**src/pkg/gmrx_params.svh**
```systemverilog
// constants of the gigabit/mii receive mac and its host port
`ifndef GMRX_PARAMS_SVH
`define GMRX_PARAMS_SVH
`define GMRX_SFD 8'hd5
`define GMRX_CRC_INIT 32'hffffffff
`define GMRX_CRC_POLY 32'hedb88320
`define GMRX_CRC_RES 32'hdebb20e3
`define GMRX_MIN_LEN 16'h0040
`define GMRX_PAD_LIM 16'h002e
`define GMRX_HDR_LEN 16'h000e
`define GMRX_OVH_LEN 16'h0012
`define GMRX_FCS_N 3'h4
`define GMRX_LEN_HI 16'h000c
`define GMRX_LEN_LO 16'h000d
`define GMRX_TYPE_MIN 16'h0600
`define GMRX_MAX_LEN 16'h05ee
`define GMRX_IPG_BYTES 4'hc
`define GMRX_ADDR_CTL 8'h00
`define GMRX_ADDR_STS 8'h04
`define GMRX_CTL_STRIP 1
`define GMRX_ST_IGN 26
`define GMRX_BUF_N 2'h2
`endif

```
**src/pkg/gmrx_pkg.sv**
```systemverilog
// types of the receive mac: state machine and packed state
package gmrx_pkg;
    typedef enum logic [4:0] {
        GMRX_IDLE = 5'h01,
        GMRX_PRE = 5'h02,
        GMRX_DATA = 5'h04,
        GMRX_DROP = 5'h08,
        GMRX_END = 5'h10
    } gmrx_state_e;

    typedef struct packed {
        logic [9:0] s1;
        logic [9:0] s2;
        logic [9:0] s3;
        logic [9:0] f;
        logic [2:0] ds;
        logic drop_f;
        logic dv_prev;
        logic half;
        logic [3:0] nib;
        gmrx_state_e st;
        logic [15:0] cnt;
        logic [31:0] crc;
        logic [3:0][7:0] dly;
        logic [2:0] dly_n;
        logic [15:0] len;
        logic [3:0] ipg;
        logic ipg_bad;
        logic rxer;
        logic ign;
        logic strip;
        logic ovf;
        logic [1:0][7:0] buf_m;
        logic wp;
        logic rp;
        logic [1:0] bcnt;
        logic push;
        logic [7:0] dout;
        logic eof;
        logic err;
        logic ovfo;
        logic stat_en;
        logic [31:0] stat;
        logic idle;
        logic [9:1] sts;
        logic [15:0] ctl;
        logic hrdy_n;
        logic hbusy;
        logic [15:0] hrd;
    } gmrx_state_s;
endpackage

```
**src/hw/gmrx_mac.sv**
```systemverilog
// receive mac: gmii/mii sampling, framing, fifo push, statistics, host port
`timescale 1ns/1ps
`include "gmrx_params.svh"
module gmrx_mac (
    input wire logic clk_sys_i,
    input wire logic resetn_i,
    input wire logic ce_i,
    input wire logic gbit_en_i,
    input wire logic rx_en_i,
    input wire logic drop_req_i,
    input wire logic [7:0] rxd_i,
    input wire logic rx_dv_i,
    input wire logic rx_er_i,
    input wire logic fifo_full_i,
    output logic push_o,
    output logic [7:0] push_data_o,
    output logic eof_o,
    output logic frame_err_o,
    output logic fifo_ovf_o,
    output logic stat_en_o,
    output logic [31:0] stat_o,
    output logic rx_idle_o,
    input wire logic hcs_n_i,
    input wire logic hread_n_i,
    input wire logic hwrite_n_i,
    input wire logic [7:0] haddr_i,
    input wire logic [15:0] hwdata_i,
    output logic [15:0] hrdata_o,
    output logic hready_n_o
);
    gmrx_pkg::gmrx_state_s q;
    gmrx_pkg::gmrx_state_s d;

    function automatic logic [31:0] crc_byte(input logic [31:0] c, input logic [7:0] b);
        logic [31:0] r;
        r = c;
        for (int i = 0; i < 8; i++) begin
            r = (r[0] ^ b[i]) ? ((r >> 1) ^ `GMRX_CRC_POLY) : (r >> 1);
        end
        return r;
    endfunction

    logic dv;
    logic rise;
    logic step;
    logic [7:0] rbyte;
    logic wr_en;
    logic [7:0] wr_data;
    logic pop;
    logic wr_ok;
    logic [15:0] idx;
    logic crc_bad;
    logic len_err;
    logic short_f;
    logic long_f;
    logic hreq;

    always_comb begin
        d = q;
        dv = q.f[8];
        rise = dv & ~q.dv_prev;
        step = gbit_en_i | (q.half & ~rise);
        rbyte = gbit_en_i ? q.f[7:0] : {q.f[3:0], q.nib};
        wr_en = 1'b0;
        wr_data = rbyte;
        pop = (q.bcnt != 2'h0) & ~fifo_full_i;
        wr_ok = 1'b0;
        idx = q.cnt - 16'(`GMRX_FCS_N);
        crc_bad = q.crc != `GMRX_CRC_RES;
        short_f = q.cnt < `GMRX_MIN_LEN;
        long_f = q.cnt > `GMRX_MAX_LEN;
        len_err = (q.len < `GMRX_TYPE_MIN) &&
            ((q.len < `GMRX_PAD_LIM) ? (q.cnt != `GMRX_MIN_LEN)
                                     : (q.cnt != q.len + `GMRX_OVH_LEN));
        hreq = ~hcs_n_i & (hread_n_i ^ hwrite_n_i);
        if (ce_i) begin
            // three-stage sampling, accepted once stages two and three agree
            d.s1 = {rx_er_i, rx_dv_i, rxd_i};
            d.s2 = q.s1;
            d.s3 = q.s2;
            // bytes change every clock, so only valid waits for agreement;
            // data and error ride along with stage three, aligned to valid
            d.f = {q.s3[9], q.f[8], q.s3[7:0]};
            if (q.s2[8] == q.s3[8]) begin
                d.f[8] = q.s3[8];
            end
            d.ds = {q.ds[1:0], drop_req_i};
            if (q.ds[1] == q.ds[2]) begin
                d.drop_f = q.ds[2];
            end
            d.dv_prev = dv;
            // nibble phase realigned on carrier rise
            d.half = rise | ~q.half;
            if (rise | ~q.half) begin
                d.nib = q.f[3:0];
            end
            d.eof = 1'b0;
            d.err = 1'b0;
            d.ovfo = 1'b0;
            d.stat_en = 1'b0;
            if (step && !dv && q.ipg != `GMRX_IPG_BYTES) begin
                d.ipg = q.ipg + 4'h1;
            end
            case (q.st)
                gmrx_pkg::GMRX_IDLE: begin
                    if (step && dv && rx_en_i) begin
                        d.st = gmrx_pkg::GMRX_PRE;
                        d.ipg_bad = q.ipg != `GMRX_IPG_BYTES;
                        d.ipg = 4'h0;
                    end
                end
                gmrx_pkg::GMRX_PRE: begin
                    if (!dv) begin
                        d.st = gmrx_pkg::GMRX_IDLE;
                    end else if (step && rbyte == `GMRX_SFD) begin
                        d.crc = `GMRX_CRC_INIT;
                        d.cnt = 16'h0;
                        d.dly_n = 3'h0;
                        d.len = 16'h0;
                        d.rxer = 1'b0;
                        d.ovf = 1'b0;
                        d.strip = q.ctl[`GMRX_CTL_STRIP];
                        d.ign = q.drop_f;
                        d.st = q.drop_f ? gmrx_pkg::GMRX_DROP : gmrx_pkg::GMRX_DATA;
                    end
                end
                gmrx_pkg::GMRX_DATA: begin
                    // rx_en deliberately not looked at: a started frame runs out
                    if (step && dv) begin
                        d.crc = crc_byte(q.crc, rbyte);
                        d.cnt = q.cnt + 16'h1;
                        d.rxer = q.rxer | q.f[9];
                        if (q.cnt == `GMRX_LEN_HI) begin
                            d.len[15:8] = rbyte;
                        end
                        if (q.cnt == `GMRX_LEN_LO) begin
                            d.len[7:0] = rbyte;
                        end
                        if (!q.strip) begin
                            wr_en = 1'b1;
                        end else begin
                            // four-byte delay so the check sequence is never pushed
                            d.dly = {q.dly[2:0], rbyte};
                            if (q.dly_n != `GMRX_FCS_N) begin
                                d.dly_n = q.dly_n + 3'h1;
                            end else begin
                                wr_data = q.dly[3];
                                wr_en = !(q.len < `GMRX_PAD_LIM &&
                                    idx >= `GMRX_HDR_LEN + q.len);
                            end
                        end
                    end else if (step) begin
                        d.st = gmrx_pkg::GMRX_END;
                    end
                end
                gmrx_pkg::GMRX_DROP: begin
                    if (step && !dv) begin
                        d.st = gmrx_pkg::GMRX_END;
                    end
                end
                gmrx_pkg::GMRX_END: begin
                    // wait until the last byte has left the push register
                    if (q.bcnt == 2'h0 && !q.push) begin
                        d.st = gmrx_pkg::GMRX_IDLE;
                        d.stat_en = 1'b1;
                        d.stat = 32'h0;
                        d.stat[15:0] = q.cnt;
                        if (q.ign) begin
                            d.stat[`GMRX_ST_IGN] = 1'b1;
                        end else begin
                            d.eof = 1'b1;
                            d.err = q.rxer | crc_bad | len_err;
                            d.ovfo = q.ovf;
                            d.stat[31:29] = {long_f, short_f, q.ipg_bad};
                            d.stat[25:23] = {crc_bad, len_err,
                                ~(q.rxer | crc_bad | len_err | q.ovf | short_f)};
                        end
                        // status: long,short,ipg,ignored,crc,len,ok,phy error,overflow
                        d.sts = {d.stat[31:29], d.stat[26:23], q.rxer & ~q.ign,
                            q.ovf & ~q.ign};
                    end
                end
                default: begin
                    d.st = gmrx_pkg::GMRX_IDLE;
                end
            endcase
            // two-entry buffer; a byte arriving while both entries wait and fifo_full_i holds the pop back is lost
            if (wr_en) begin
                if (q.bcnt == `GMRX_BUF_N && !pop) begin
                    d.ovf = 1'b1;
                end else begin
                    wr_ok = 1'b1;
                    d.buf_m[q.wp] = wr_data;
                    d.wp = ~q.wp;
                end
            end
            d.push = pop;
            if (pop) begin
                d.dout = q.buf_m[q.rp];
                d.rp = ~q.rp;
            end
            d.bcnt = q.bcnt + {1'b0, wr_ok} - {1'b0, pop};
            d.idle = d.st == gmrx_pkg::GMRX_IDLE;
            // host port: one acknowledge per strobe, rearmed when strobes drop
            d.hrdy_n = 1'b1;
            if (hreq && !q.hbusy) begin
                d.hrdy_n = 1'b0;
                d.hbusy = 1'b1;
                if (!hwrite_n_i && haddr_i == `GMRX_ADDR_CTL) begin
                    d.ctl = hwdata_i;
                end
                if (!hread_n_i) begin
                    d.hrd = (haddr_i == `GMRX_ADDR_CTL) ? q.ctl :
                        (haddr_i == `GMRX_ADDR_STS) ? {5'h0, q.idle, q.sts, 1'b0} :
                        16'h0;
                end
            end
            if (!hreq) begin
                d.hbusy = 1'b0;
            end
        end
    end

    always_ff @(posedge clk_sys_i or negedge resetn_i) begin
        if (!resetn_i) begin
            q <= '0;
            q.st <= gmrx_pkg::GMRX_IDLE;
            q.idle <= 1'b1;
            q.hrdy_n <= 1'b1;
            q.half <= 1'b0;
        end else begin
            q <= d;
        end
    end

    assign push_o = q.push;
    assign push_data_o = q.dout;
    assign eof_o = q.eof;
    assign frame_err_o = q.err;
    assign fifo_ovf_o = q.ovfo;
    assign stat_en_o = q.stat_en;
    assign stat_o = q.stat;
    assign rx_idle_o = q.idle;
    assign hrdata_o = q.hrd;
    assign hready_n_o = q.hrdy_n;
endmodule // gmrx_mac

```
**config.mk**
```make
export PLATFORM = sky130hd
export DESIGN_NAME = gmrx_mac
export DESIGN_NICKNAME = d
export VERILOG_FILES = /design/src/pkg/gmrx_pkg.sv /design/src/hw/gmrx_mac.sv
export VERILOG_INCLUDE_DIRS = /design/src /design/src/pkg
export SDC_FILE = /design/constraint.sdc
export NUM_CORES = 1
export LEC_CHECK = 0
export ABC_AREA = 1
export BUFFER_PORTS_ARGS = -buffer_cell sky130_fd_sc_hd__buf_2
export CAP_MARGIN = 25
export CELL_PAD_IN_SITES_DETAIL_PLACEMENT = 1
export CELL_PAD_IN_SITES_GLOBAL_PLACEMENT = 2
export CORE_MARGIN = 8
export CORE_UTILIZATION = 39
export DETAILED_ROUTE_END_ITERATION = 12
export GPL_ROUTABILITY_DRIVEN = 0
export PLACE_DENSITY = 0.89
export SLEW_MARGIN = 20
export SYNTH_ARGS = -nofsm -noshare
export SYNTH_HDL_FRONTEND = slang
export SYNTH_SLANG_ARGS = --single-unit
export TNS_END_PERCENT = 10
```
**constraint.sdc**
```tcl
create_clock -name clk_sys_i -period 6.41 [get_ports clk_sys_i]
set_input_delay 1.6025 -clock clk_sys_i [delete_from_list [all_inputs] [get_ports clk_sys_i]]
set_output_delay 1.6025 -clock clk_sys_i [all_outputs]
set_load 0.01 [all_outputs]
```
==> results of run 1 <==
==> routing by layer <==
| layer | global-route usage [%] | part of all wire [%] | wire length [um] |
|---|---|---|---|
| met1 | 27.19 | 46 | 18920 |
| met2 | 32.93 | 48 | 19920 |
| met3 | 2.241 | 3.3 | 1353 |
| met4 | 4.613 | 2.4 | 999 |
| met5 | 0 | 0 | 0 |
==> Yosys cell counts (3+ instances only) <==
cell and number:
nand2_1 559, dfrtp_1 253, inv_1 194, o21ai_0 132
nor2_1 123, nand3_1 86, a21oi_1 66, xor2_1 63
buf_4 59, clkbuf_1 37, ha_1 28, o22ai_1 23
nand4_1 17, nor3_1 17, o21ai_1 13, nand2_2 12
buf_2 11, o21a_1 11, nor4_1 9, a22oi_1 8
inv_2 8, o31ai_1 8, nand2_4 7, nor2_2 5
xnor2_1 5, a31oi_1 4, buf_6 4, buf_1 3
clkinv_1 3, dfstp_2 3, nor2_4 3, o211ai_1 3
o21ai_2 3, o21bai_1 3, xor2_2 3
==> logic make-up after synthesis <==
family	share of synthesized area [%]
other cells	0.02660
simple gates	25.56
compound gates	10.95
fa+ha+maj	2.485
xor+xnor	5.042
buf+inv	10.38
flops	45.47
mux	0.07988
==> stage by stage <==
| step | util (%) | power [uW] |
|---|---|---|
| floorplan | - | 4070 |
| global placement | 41.01 | 4607 |
| detailed placement | 41.05 | 4715 |
| CTS | 43.70 | 6436 |
| global route | 43.70 | 6848 |
| finish | 43.70 | 6367 |
==> flip-flops by register name (all words and copies together), names as in the netlist, named ones only <==
signal,count
frame_err_o,1
rx_idle_o,1
eof_o,1
stat_o,16
q,192
stat_en_o,1
dv,1
push_data_o,8
hready_n_o,1
fifo_ovf_o,1
push_o,1
hrdata_o,16
==> final cells by class <==
cell class	count	area (um^2)
Multi-Input combinational cell	1241	6254
Inverter	205	769.5
Sequential cell	256	6410
Tap cell	461	576.8
Clock inverter	6	82.58
Clock buffer	41	860.8
Timing Repair Buffer	107	590.6
Fill cell	4437	20030
==> path summary, 6_finish.rpt <==
| path | startpoint | to | slack, ps | cells past startpoint |
|---|---|---|---|---|
| min | q[248] | q[248] | 470 | 2 |
| max in group asynchronous | resetn_i | stat_o[3] | 3950 | 2 |
| min reg2reg | q[248] | q[248] | 470 | 2 |
| max | gbit_en_i | q[163] | 2150 | 10 |
| min in group asynchronous | resetn_i | q[244] | 1130 | 1 |
| max reg2reg | q[205] | flop | 2340 | 20 |
==> critical path, cell delays in order <==
cell     delay [ps]
buf_2           340
inv_2           140
nand2_1         210
inv_1            80
nor2_2          230
nand2_4         180
nor2_4          200
nand2_1         570
inv_1           870
o21ai_0         200
==> power by group through the flow <==
stage | combinational (uW) | sequential [uW] | clock [uW]
2_1_floorplan | 1770 | 2300 | 0
3_3_place_gp | 2180 | 2430 | 0
3_5_place_dp | 2270 | 2450 | 0
4_1_cts | 2290 | 2420 | 1720
5_1_grt | 2590 | 2490 | 1770
6_report | 2270 | 2420 | 1670
==> flow_results.org, run 1 <==
** Status
- Run status :: finished clean

** Synthesis
- Netlist area before placement :: 14100 um^2
- The most used flip-flop cell after synthesis is dfrtp_1.
- Of all cell types, the one taking the most synthesized area is dfrtp_1.
- Area share of the largest cell type after synthesis :: 44.91%
- Part of the Yosys area used for sequential elements :: 45.47%
- Average instance area after synthesis :: 7.796 um^2
- The synthesized design contains 0 enable-type register cells.
- The Yosys step of the flow raised 0 warnings.
- After synthesis, the netlist uses 52 different library cells.
- Dominant cells by area after synthesis :: dfrtp_1 (45%), nand2_1 (15%), inv_1 (5.2%)
- After technology mapping, the gate count stands at 1808.
- Number of synthesized register bits :: 256
- Of all flip-flops after synthesis, the portion carrying an async set or reset was 100.0%.

** Route
- Via count :: 11820
- DRC violation total after the first TritonRoute iteration :: 664
- Dividing the detail-routed wire length by the instance count gives 17.78 um.
- Per-cell via count in the routed design :: 5.103
- DRC errors left :: 0
- Number of antenna-violating nets in the routed design :: 0
- Before antenna repair, the detailed router went through 5 iterations.
- Post-detailed-routing wire length :: 41200 um

** Die
- From left edge to right edge, the die measures 206.1 um.
- The total area inside the core boundary comes to 35570 um^2.
- IO Pins :: 107
- Initial Util :: 39.63%
- Row generation in the floorplan step produced 69 rows.
- The die covers 42480 um^2.
- In this run the vertical extent of the chip is 206.1 um.

** Global route
- Via count of the first global-routing pass :: 12480
- Wire length of the first global-routing pass :: 68010 um
- For this run, the total global-route usage over all layers was measured as 19.74%.
- Entering global routing, the biggest net connects 118 pins.
- The initial antenna violation count is 0.
- Total overflow reported by the global router :: 0

** Clock network
- The number of hold buffers added after CTS was 0.
- Post-cts repair resize count :: 0
- TritonCTS built the clock tree.
- The later pin in the worst-skew pair is clocked with a latency of 570 ps.
- In this run the clock root is driven by a clkbuf_16.
- Worst-case clock buffer depth :: 3
- Number of clock buffers inserted by TritonCTS :: 29
- CTS clk-pin slew, worst paths :: 60 ps
- CTS saw 256 sinks.
- Post-CTS setup repair buffer count :: 0
- In this run the number of H-tree levels came out at 1.

** Power and ir drop
- The worst-case IR drop observed on VDD is 236.8 uV.
- Pleak :: 0.007844 uW
- Summed over all nets, the switching power comes to 2534 uW.
- Of the total power, the clock network draws 26.3%.
- The internal portion of the total power is 3832 uW.
- Switching power as a share of total power :: 39.80%
- Power spread over the standard cell area amounts to 409.6 nW/um^2.
- Combinational cells account for 35.7% of the total power.
- Of the total power, registers draw 38.0%.

** STA
- Final Cycle Share :: 66.53%
- The clock arrives with 24.90 ps of skew.
- Actual slew at the worst max-slew pin :: 946.8 ps
- Normalized max-slew margin :: 36.72%
- Setup violations, final :: 0
- Max-slew violation count :: 0
- The worst path in the final design needs a cycle of 4265 ps, including I/O delays and setup.
- Post-route worst setup slack :: 2145 ps
- For the final routed database, the setup TNS stands at 0 ps.
- Fmax :: 234.5 MHz
- The hold violation count in the final report came to 0.
- Setup repair after global routing left no endpoint under its margin.
- Across all hold checks on the routed design, the worst slack comes to 467.5 ps.

** Finish
- Compared with the post-synthesis result, the final layout area differs by 10.27%.
- At the end of the flow, the number of nets in the layout was 1912.
- Commonest non-fill, non-tap cells in the layout :: nand2_1 (559), dfrtp_1 (253), inv_1 (194), o21ai_0 (132), nor2_1 (123)
- The repair_antennas step left the layout with diodes totalling 0.
- Leading cell type in the layout, fill and taps excluded :: nand2_1
- Post-route cell area :: 15540 um^2
- The finished layout holds 2317 standard cells, fillers aside.
- Fraction of final layout cells sized beyond drive strength 1 :: 11.26%

** Placement
- Count of input and output buffers :: 97
- OpenSTA, run right after detailed placement, puts the worst setup slack at 1621 ps.
- Counting tap cells, the placed design contains a total of 2270 instances.
- The HPWL after detailed placement is 30190 um.
- Placed inst area :: 14600 um^2

** Critical path
- WP data required :: 6790 ps
- STA classifies the critical path startpoint as an input pin.
- The critical path is of the input pin to flop type.
- Kind of end point of the critical path :: flop
- Of all nets on the critical path, the largest fanout is 33.
- At the worst endpoint, the arrival time is 4650 ps.

** Min path
- Kind of path behind the tightest hold check :: flop to flop

** Flow run
- Max Cap Violations :: 0
No activity file was read; power rests on OpenSTA's default activity.
==> run 2, diff against run 1 <==
- ABC_AREA: 1 -> 0
- CORE_UTILIZATION: 39 -> 36
- PLACE_DENSITY: 0.89 -> 0.79
- clock period: 6.41 -> 3.4 ns (I/O delays scaled with it)
==> flow_results.org, run 2 <==
** Power and ir drop
- The static leakage came to 0.007635 uW (-2.7%).
- The total power draw was 9408 uW (+48%).
- The maximum vdd drop was 334.1 uV (+41%).
- The ratio of total power to cell area came to 581.4 nW/um^2 (+42%).

** Route
- Number of antenna-violating nets in the routed design :: 0 (unchanged)
- The final routed wirelength across all metal layers is 35730 um (-13%).
- The total number of vias was 9772 (-17%).
- Routed wire per std cell :: 18.67 um (+5.0%)
- The remaining routing DRC violations was 0 (unchanged).
- The detailed-routing iteration count for the pre-antenna-repair pass came to 4 (-1).
- The violation count after the first detailed-route iteration is 477 (-28%).
- The via density per instance came to 5.106 (about the same).

** Finish
- P&R area growth vs syn :: 19.11%
- Leaving out fill and tap cells, the most frequent cell in the layout is dfrtp_1.
- Fraction of final layout cells sized beyond drive strength 1 :: 30.31% (+19 points)
- The library cells used most frequently in the layout, excluding fill and tap cells, are dfrtp_1 (253), mux2_2 (101), buf_4 (101), nor2_1 (100), buf_2 (96).
- Number of non-filler instances in the completed layout :: 1914 (-17%)
- The post-route core utilization was 43.26% (-0.44 points).
- Counting flops per register, the top entry is q.
- Largest register FFs :: 192 (unchanged)
- The number of nets in the finished design was 1453 (-24%).

** Status
- Run status :: finished, violations left
- The checks that failed: setup timing.

** Clock network
- Number of buffers added to fix hold violations after cts :: 0 (unchanged)
- The number of H-tree levels came to 1 (unchanged).
- CTS clk-pin slew, worst paths :: 70 ps (about the same)
- Worst-case clock buffer depth :: 3 (unchanged)
- CTS Sinks :: 256 (unchanged)
- TritonCTS built the clock tree.
- The clock latency on the worst-skew pair came to 590 ps (+20 ps).
- The number of clock buffers inserted by TritonCTS is 30 (+3.4%).
- The tree is rooted in a clkbuf_16.

** STA
- Clock skew :: 39.15 ps (+14.26 ps)
- Fin crit period :: 3909 ps
- Final Cycle Share :: 115.0%
- Post-route worst setup slack :: -509.2 ps (-2655 ps)
- The worst hold slack is 273.0 ps (-194.5 ps).
- The transition time of the tightest slew-check pin came to 931.4 ps (-15.44 ps).
- The normalized max-slew margin came to 37.58% (+0.85 points).
- Setup violations, final :: 18 (+18)
- Setup repair after global routing could not meet its margin everywhere.
- Final number of hold-violating endpoints :: 0 (unchanged)
- The total negative setup slack is -3334 ps (-3334 ps).
- Timing would allow up to 255.8 MHz.
- Max-slew violation count :: 0 (unchanged)

** Placement
- HPWL reported at the end of detailed placement :: 26410 um (-13%)
- The cell total after placement is 1855 (-18%).
- Count of input and output buffers :: 97 (unchanged)

** Critical path
- The data required time at the worst endpoint came to 3870 ps (-2920 ps).
- Walking the worst path, the cells encountered are or3_4 -> nand2b_4 -> nor2_4 -> nand2_2 -> xnor2_2 -> ha_4 -> a21oi_2 -> o21ai_2 -> a211o_1 -> a2111oi_4 -> or2_4 -> xnor2_1 -> o21a_1 -> ha_2 -> or3_1 -> nor3_2 -> a311oi_2 -> a31o_1.
- The worst setup path is captured at a flop.
- The setup path with the least slack is of type flop to flop.
- The worst setup path is launched from a flop.
- The highest cell delay on the worst timing path was 380 ps (-490 ps).
- The maximum net fanout on the critical path came to 3 (-91%).
- The largest individual stage delay along the critical path comes from the cell dfrtp_1.
- Critical Path AT :: 4380 ps (-270 ps)

** Synthesis
- Post-synthesis instance total :: 1263 (-30%)
- The synthesized flop and latch total came to 256 (unchanged).
- Average instance area after synthesis :: 10.76 um^2 (+38%)
- The share of the synthesized area in the top cell type came to 46.61% (+1.7 points).
- Ranked by total cell area, the synthesized netlist is headed by dfrtp_1 (47%), mux2_2 (8.4%), xnor2_1 (3.7%).
- Number of enable-type register cells in the synthesized netlist :: 0 (unchanged)
- The number of synthesis warnings was 0 (unchanged).
- The fraction of synthesis flops using an asynchronous set or reset pin was 100.0% (unchanged).
- The number of distinct library cell variants in the gate-level netlist after synthesis came to 77 (+48%).
- Top cell types by occurrence after synthesis :: dfrtp_1 (253), nor2_1 (103), mux2_2 (101)
- Leading area contributor after synthesis :: dfrtp_1
- Top FF cell, synth :: dfrtp_1
- The post-synthesis instance area came to 13580 um^2 (-3.6%).
- Among all cell types in the netlist, the one instantiated most often is dfrtp_1.
- Part of the Yosys area used for sequential elements :: 47.19% (+1.7 points)

** Die
- Initial Util :: 36.32% (-3.3 points)
- The total die area was 44210 um^2 (+4.1%).
- Row count :: 71 (+2.9%)
- IO Pins :: 107 (unchanged)
- Vertical extent of the die :: 210.3 um (+2.0%)
- The area inside the core boundary was 37400 um^2 (+5.1%).
- Horiz. Die Dim :: 210.3 um (+2.0%)

** Min path
- Kind of path behind the tightest hold check :: input pin to async pin

** Global route
- The pin count of the biggest net entering global routing is 78 (-34%).
- The residual overflow from global routing was 0 (unchanged).
- The first-pass GRT wire length is 58640 um (-14%).
- The number of global-route vias before repair is 10690 (-14%).
- The overall track demand over capacity in global routing is 16.18% (-3.6 points).
- The initial antenna violation count came to 1 (+1).

** Flow run
- Max Cap Violations :: 0 (unchanged)
run 2: changes by cell type after synthesis, sizes merged, moves of 17 or more:
cell	change
o22ai	-19
o21ai	-71
xor2	-26
a31oi	+17
nand2	-491
inv	-170
mux2i	+30
nor2	-29
xnor2	+70
mux2	+124
nand3	-64
run 2: per-stage QoR:
stage          setup slack [ps]  cell area, um^2
3_5_place_dp             -683.4            14910
4_1_cts                  -489.0            16010
6_report                 -509.2            16180
3_3_place_gp             -439.0            14910
2_1_floorplan            -487.6            13680
5_1_grt                  -667.6            16180
run 2: layout make-up:
type / instances / area [um^2]
Fill cell: 4093 / 21220
Multi-Input combinational cell: 857 / 6579
Sequential cell: 256 / 6410
Timing Repair Buffer: 204 / 1356
Clock buffer: 40 / 838.3
Tap cell: 511 / 639.4
Clock inverter: 13 / 235.2
Inverter: 32 / 120.1
Antenna cell: 1 / 2.502
run 2: worst max-delay path: cells and delay by family (launching register included):
kind            cells  cell delay (ps)
xor+xnor            2              280
fa+ha+maj           2              410
flops               1              380
compound gates      7             1260
simple gates        7             1470
run 2: cell families (layout without fill, tap and decap cells):
group,after synthesis,after routing,synth area share (%)
AO/OA/AOI/OAI,221,221,9.533
XOR/XNOR,118,118,9.395
adder cells (fa/ha/maj),28,28,2.579
buffers and inverters,158,289,6.263
flip-flops,256,256,47.19
multiplexers,155,155,13.15
other,1,10,0.02761
AND/OR/NAND/NOR,326,326,11.86
run 2: report_power, final:
part           total [uW]  switching, uW  internal [uW]
registers            3560            253           3300
logic                2410           1230           1180
clock network        3440           1320           2120
total                9410           2810           6600
run 2: final timing paths:
check	start	end	slack [ps]	cells past startpoint
setup / recovery	q[209]	q[90]	-510	18
hold / removal	resetn_i	q[140]	270	1
setup reg to reg	q[209]	q[90]	-510	18
hold reg to reg	hrdata_o[12]	hrdata_o[12]	470	2
max in group asynchronous	resetn_i	hready_n_o	2320	2
min in group clk_sys_i	hcs_n_i	q[16]	470	2
run 2: layer usage:
layer | vias to the layer above | global-route usage [%] | routed length (um)
li1 | 4572 | - | -
met1 | 4971 | 20.17 | 15550
met4 | 0 | 5.954 | 1173
met2 | 154 | 28.02 | 17640
met3 | 75 | 2.584 | 1364
met5 | - | 0 | 0
run 2: what timing repair did:
| item | in CTS | in global routing |
|---|---|---|
| endpoints found under the setup margin | 18 | 18 |
| setup buffers | 0 | 5 |
| resized for setup | 9 | 21 |
| pin swaps | 3 | 22 |
==> run 3, diff against run 2 <==
- SKIP_LAST_GASP: not set -> 1
- TNS_END_PERCENT: 10 -> 100
==> flow_results.org, run 3 (synthesized netlist as in run 2, its figures left out) <==
** Die
- The area inside the core boundary is 37400 um^2 (unchanged).
- The top-level I/O count came to 107 (unchanged).
- Die area :: 44210 um^2 (unchanged)
- Initial Util :: 36.32% (unchanged)
- The x dimension of the die came to 210.3 um (unchanged).
- The placement row count is 71 (unchanged).
- Vertical extent of the die :: 210.3 um (unchanged)

** Critical path
- The cell that appears most often on the critical path is a21o_1.
- Kind of end point of the critical path :: flop
- R2r setup slk :: -490 ps (+20 ps)
- Startpoint of the most critical register-to-register path :: q[206]
- WP data required :: 3870 ps (about the same)
- Among all stages on the critical path, the largest delay is contributed by dfrtp_1.
- Walking the worst path, the cells encountered are nor3_4 -> and3_4 -> nand2b_4 -> nor2_4 -> xor2_1 -> ha_1 -> a21o_1 -> a21o_1 -> a211o_1 -> a2111oi_4 -> or2_4 -> xnor2_1 -> o21a_1 -> ha_2 -> or3_1 -> nor3_2 -> a311oi_1 -> a31o_1.
- The depth of the worst register-to-register path is 18 (unchanged).
- Biggest fanout along the worst timing path :: 3 (unchanged)
- STA classifies the critical path startpoint as a flop.
- Type of the worst setup path :: flop to flop
- The data arrival time of the worst path came to 4360 ps (-20 ps).
- The worst register-to-register path ends at q[90].
- The highest cell delay on the worst timing path is 410 ps (+30 ps).

** Route
- Via count :: 9683 (-0.91%)
- The count of nets left with antenna violations after detail routing was 0 (unchanged).
- The remaining routing DRC violations was 0 (unchanged).
- Drt first pass iters :: 4 (unchanged)
- The mean routed wirelength per cell came to 18.76 um (+0.52%).
- Per-cell via count in the routed design :: 5.030 (-1.5%)
- Post-detailed-routing wire length :: 36120 um (+1.1%)
- DRC violation total after the first TritonRoute iteration :: 466 (-2.3%)

** STA
- Setup repair after global routing missed its margin :: true
- Normalized max-slew margin :: 35.95% (-1.6 points)
- The total setup violations reported at the end of the flow is 18 (unchanged).
- The portion of the clock cycle consumed by the worst path in the final layout is 114.4% (-0.58 points).
- The highest clock rate came to 257.1 MHz (+0.51%).
- Final number of hold-violating endpoints :: 0 (unchanged)
- Fin crit period :: 3889 ps (-19.88 ps)
- The max-slew violation count is 0 (unchanged).
- The worst setup skew after layout was 25.20 ps (-13.96 ps).
- The transition time of the tightest slew-check pin came to 955.7 ps (+24.29 ps).
- Post-route worst setup slack :: -489.3 ps (+19.88 ps)
- The total negative setup slack came to -1467 ps (+1867 ps).
- Hold_ws :: 220.7 ps (-52.34 ps)

** Placement
- Pre-CTS setup slack :: -709.4 ps (-26.00 ps)
- HPWL reported at the end of detailed placement :: 26640 um (+0.86%)
- The cell total after placement came to 1863 (+0.43%).
- The number of port buffers was 97 (unchanged).

** Finish
- From synthesis to final layout, the design area changed by 18.93%.
- Leaving out fill and tap cells, the most frequent cells in the layout are dfrtp_1 (253), buf_4 (114), nor2_1 (100), mux2_2 (100), buf_2 (96).
- The ratio of cells with drive above 1 in the final layout is 31.68% (+1.4 points).
- The register with the most flip-flops in the final layout is q.
- Number of antenna repair diodes :: 0 (-1)
- The library cell used most frequently in the layout, excluding fill and tap cells, is dfrtp_1.
- Filler cells :: 4110 (+0.42%)
- Number of non-filler instances in the completed layout :: 1925 (+0.57%)
- Number of nets in the layout :: 1465 (+0.83%)
- Largest register FFs :: 192 (unchanged)

** Status
- The run finished, with violations left.
- The checks that failed: setup timing.

** Power and ir drop
- Sequential Power Share :: 39.5% (+1.7 points)
- The power dissipated by switching net loads came to 2794 uW (-0.61%).
- The combinational fraction of design power came to 27.1% (+1.5 points).
- The net switching share of the total power came to 30.98% (+1.1 points).
- Relative contribution of the clock network to total power :: 33.5% (-3.1 points)
- The static leakage is 0.007680 uW (+0.58%).
- Cell internal pwr :: 6224 uW (-5.7%)
- The maximum vdd drop is 323.1 uV (-3.3%).
- The ratio of total power to cell area is 558.2 nW/um^2 (-4.0%).

** Global route
- The number of global-route vias before repair came to 10550 (-1.4%).
- The overall track demand over capacity in global routing was 16.55% (+0.37 points).
- Wire length of the first global-routing pass :: 59470 um (+1.4%)
- The initial antenna violation count is 0 (-1).
- The residual overflow from global routing came to 0 (unchanged).
- Maximum number of pins on one net before global-route repair :: 67 (-14%)

** Flow run
- Max Cap Violations :: 0 (unchanged)

** Clock network
- CTS H-tree lvls :: 1 (unchanged)
- CTS clk-pin slew, worst paths :: 60 ps (about the same)
- The maximum clock path buffer count came to 3 (unchanged).
- TritonCTS built the clock tree.
- The CTS sink count is 256 (unchanged).
- Source-to-sink clock delay at the later pin of the worst-skew pair :: 580 ps (about the same)
- The tree is rooted in a clkbuf_16.
- The hold buffer count at CTS came to 0 (unchanged).
- Number of clock buffers inserted by TritonCTS :: 28 (-6.7%)

** Min path
- The tightest min-delay check is of the input pin to async pin type.
run 3: changes by cell type in the layout (fill, tap and decap cells not counted), moves of 2 or more:
| cell | before | now |
|---|---|---|
| clkbuf_8 | 5 | 7 |
| bufinv_16 | 5 | 1 |
| clkinv_2 | 1 | 7 |
| ha_1 | 24 | 26 |
| buf_12 | 4 | 6 |
| clkinvlp_4 | 4 | 2 |
| mux2_4 | 0 | 17 |
| clkbuf_16 | 30 | 28 |
| buf_4 | 101 | 114 |
| ha_4 | 2 | 0 |
| mux2_1 | 24 | 8 |
run 3: worst max-delay path by stage:
| stage | slack, ps | start | to |
|---|---|---|---|
| floorplan | -490 | q[205] | q[90] |
| global placement | -430 | q[211] | q[90] |
| detailed placement | -710 | q[119] | q[90] |
| CTS | -450 | q[206] | q[90] |
| global route | -630 | q[206] | q[90] |
| finish | -490 | q[206] | q[90] |
run 3: final cells by class:
class,count,area (um^2),share of cell area (%)
multi-input cells,857,6578,40.71
well taps,511,639.4,3.958
flip-flops and latches,256,6410,39.68
repair buffers,218,1483,9.177
inverters,32,120.1,0.7435
clock buffers,40,815.8,5.050
clock inverters,11,110.1,0.6815
run 3: power groups by stage:
stage	Combinational (uW)	Sequential [uW]	Clock, uW
floorplan	1880	3520	0
global placement	2390	3600	0
detailed placement	2440	3620	0
CTS	2480	3560	3120
global route	2650	3600	3240
finish	2440	3560	3020
run 3: routing by layer:
metal | GRT usage, % | vias to the layer above | wire length [um]
met4 | 4.253 | 0 | 650
met5 | 0 | - | 0
li1 | - | 4592 | -
met2 | 29.17 | 118 | 18240
met3 | 2.555 | 46 | 1195
met1 | 20.97 | 4927 | 16040
run 3: critical path: cells and delay by family (launching register included):
family / cells / cell delay, ps
adders and majority gates: 2 / 450
and+or+nand+nor: 7 / 1360
DFF: 1 / 410
xor gates and xnor gates: 2 / 250
AOI/OAI and AO/OA: 7 / 1320
run 3: through the flow:
| stage | util (%) | power (uW) | instance area, um^2 |
|---|---|---|---|
| 5_1_grt | 43.20 | 9488 | 16160 |
| 3_5_place_dp | 40.03 | 6054 | 14970 |
| 4_1_cts | 43.07 | 9164 | 16110 |
| 6_report | 43.20 | 9017 | 16160 |
| 3_3_place_gp | 40.03 | 5993 | 14970 |
| 2_1_floorplan | - | 5404 | 13680 |
run 3: timing repair:
| action | in CTS | in global routing |
|---|---|---|
| resized for setup | 31 | 6 |
| setup endpoints to repair | 18 | 19 |
| gates cloned | 0 | 0 |
| pin swaps | 3 | 1 |
| buffers inserted | 8 | 4 |
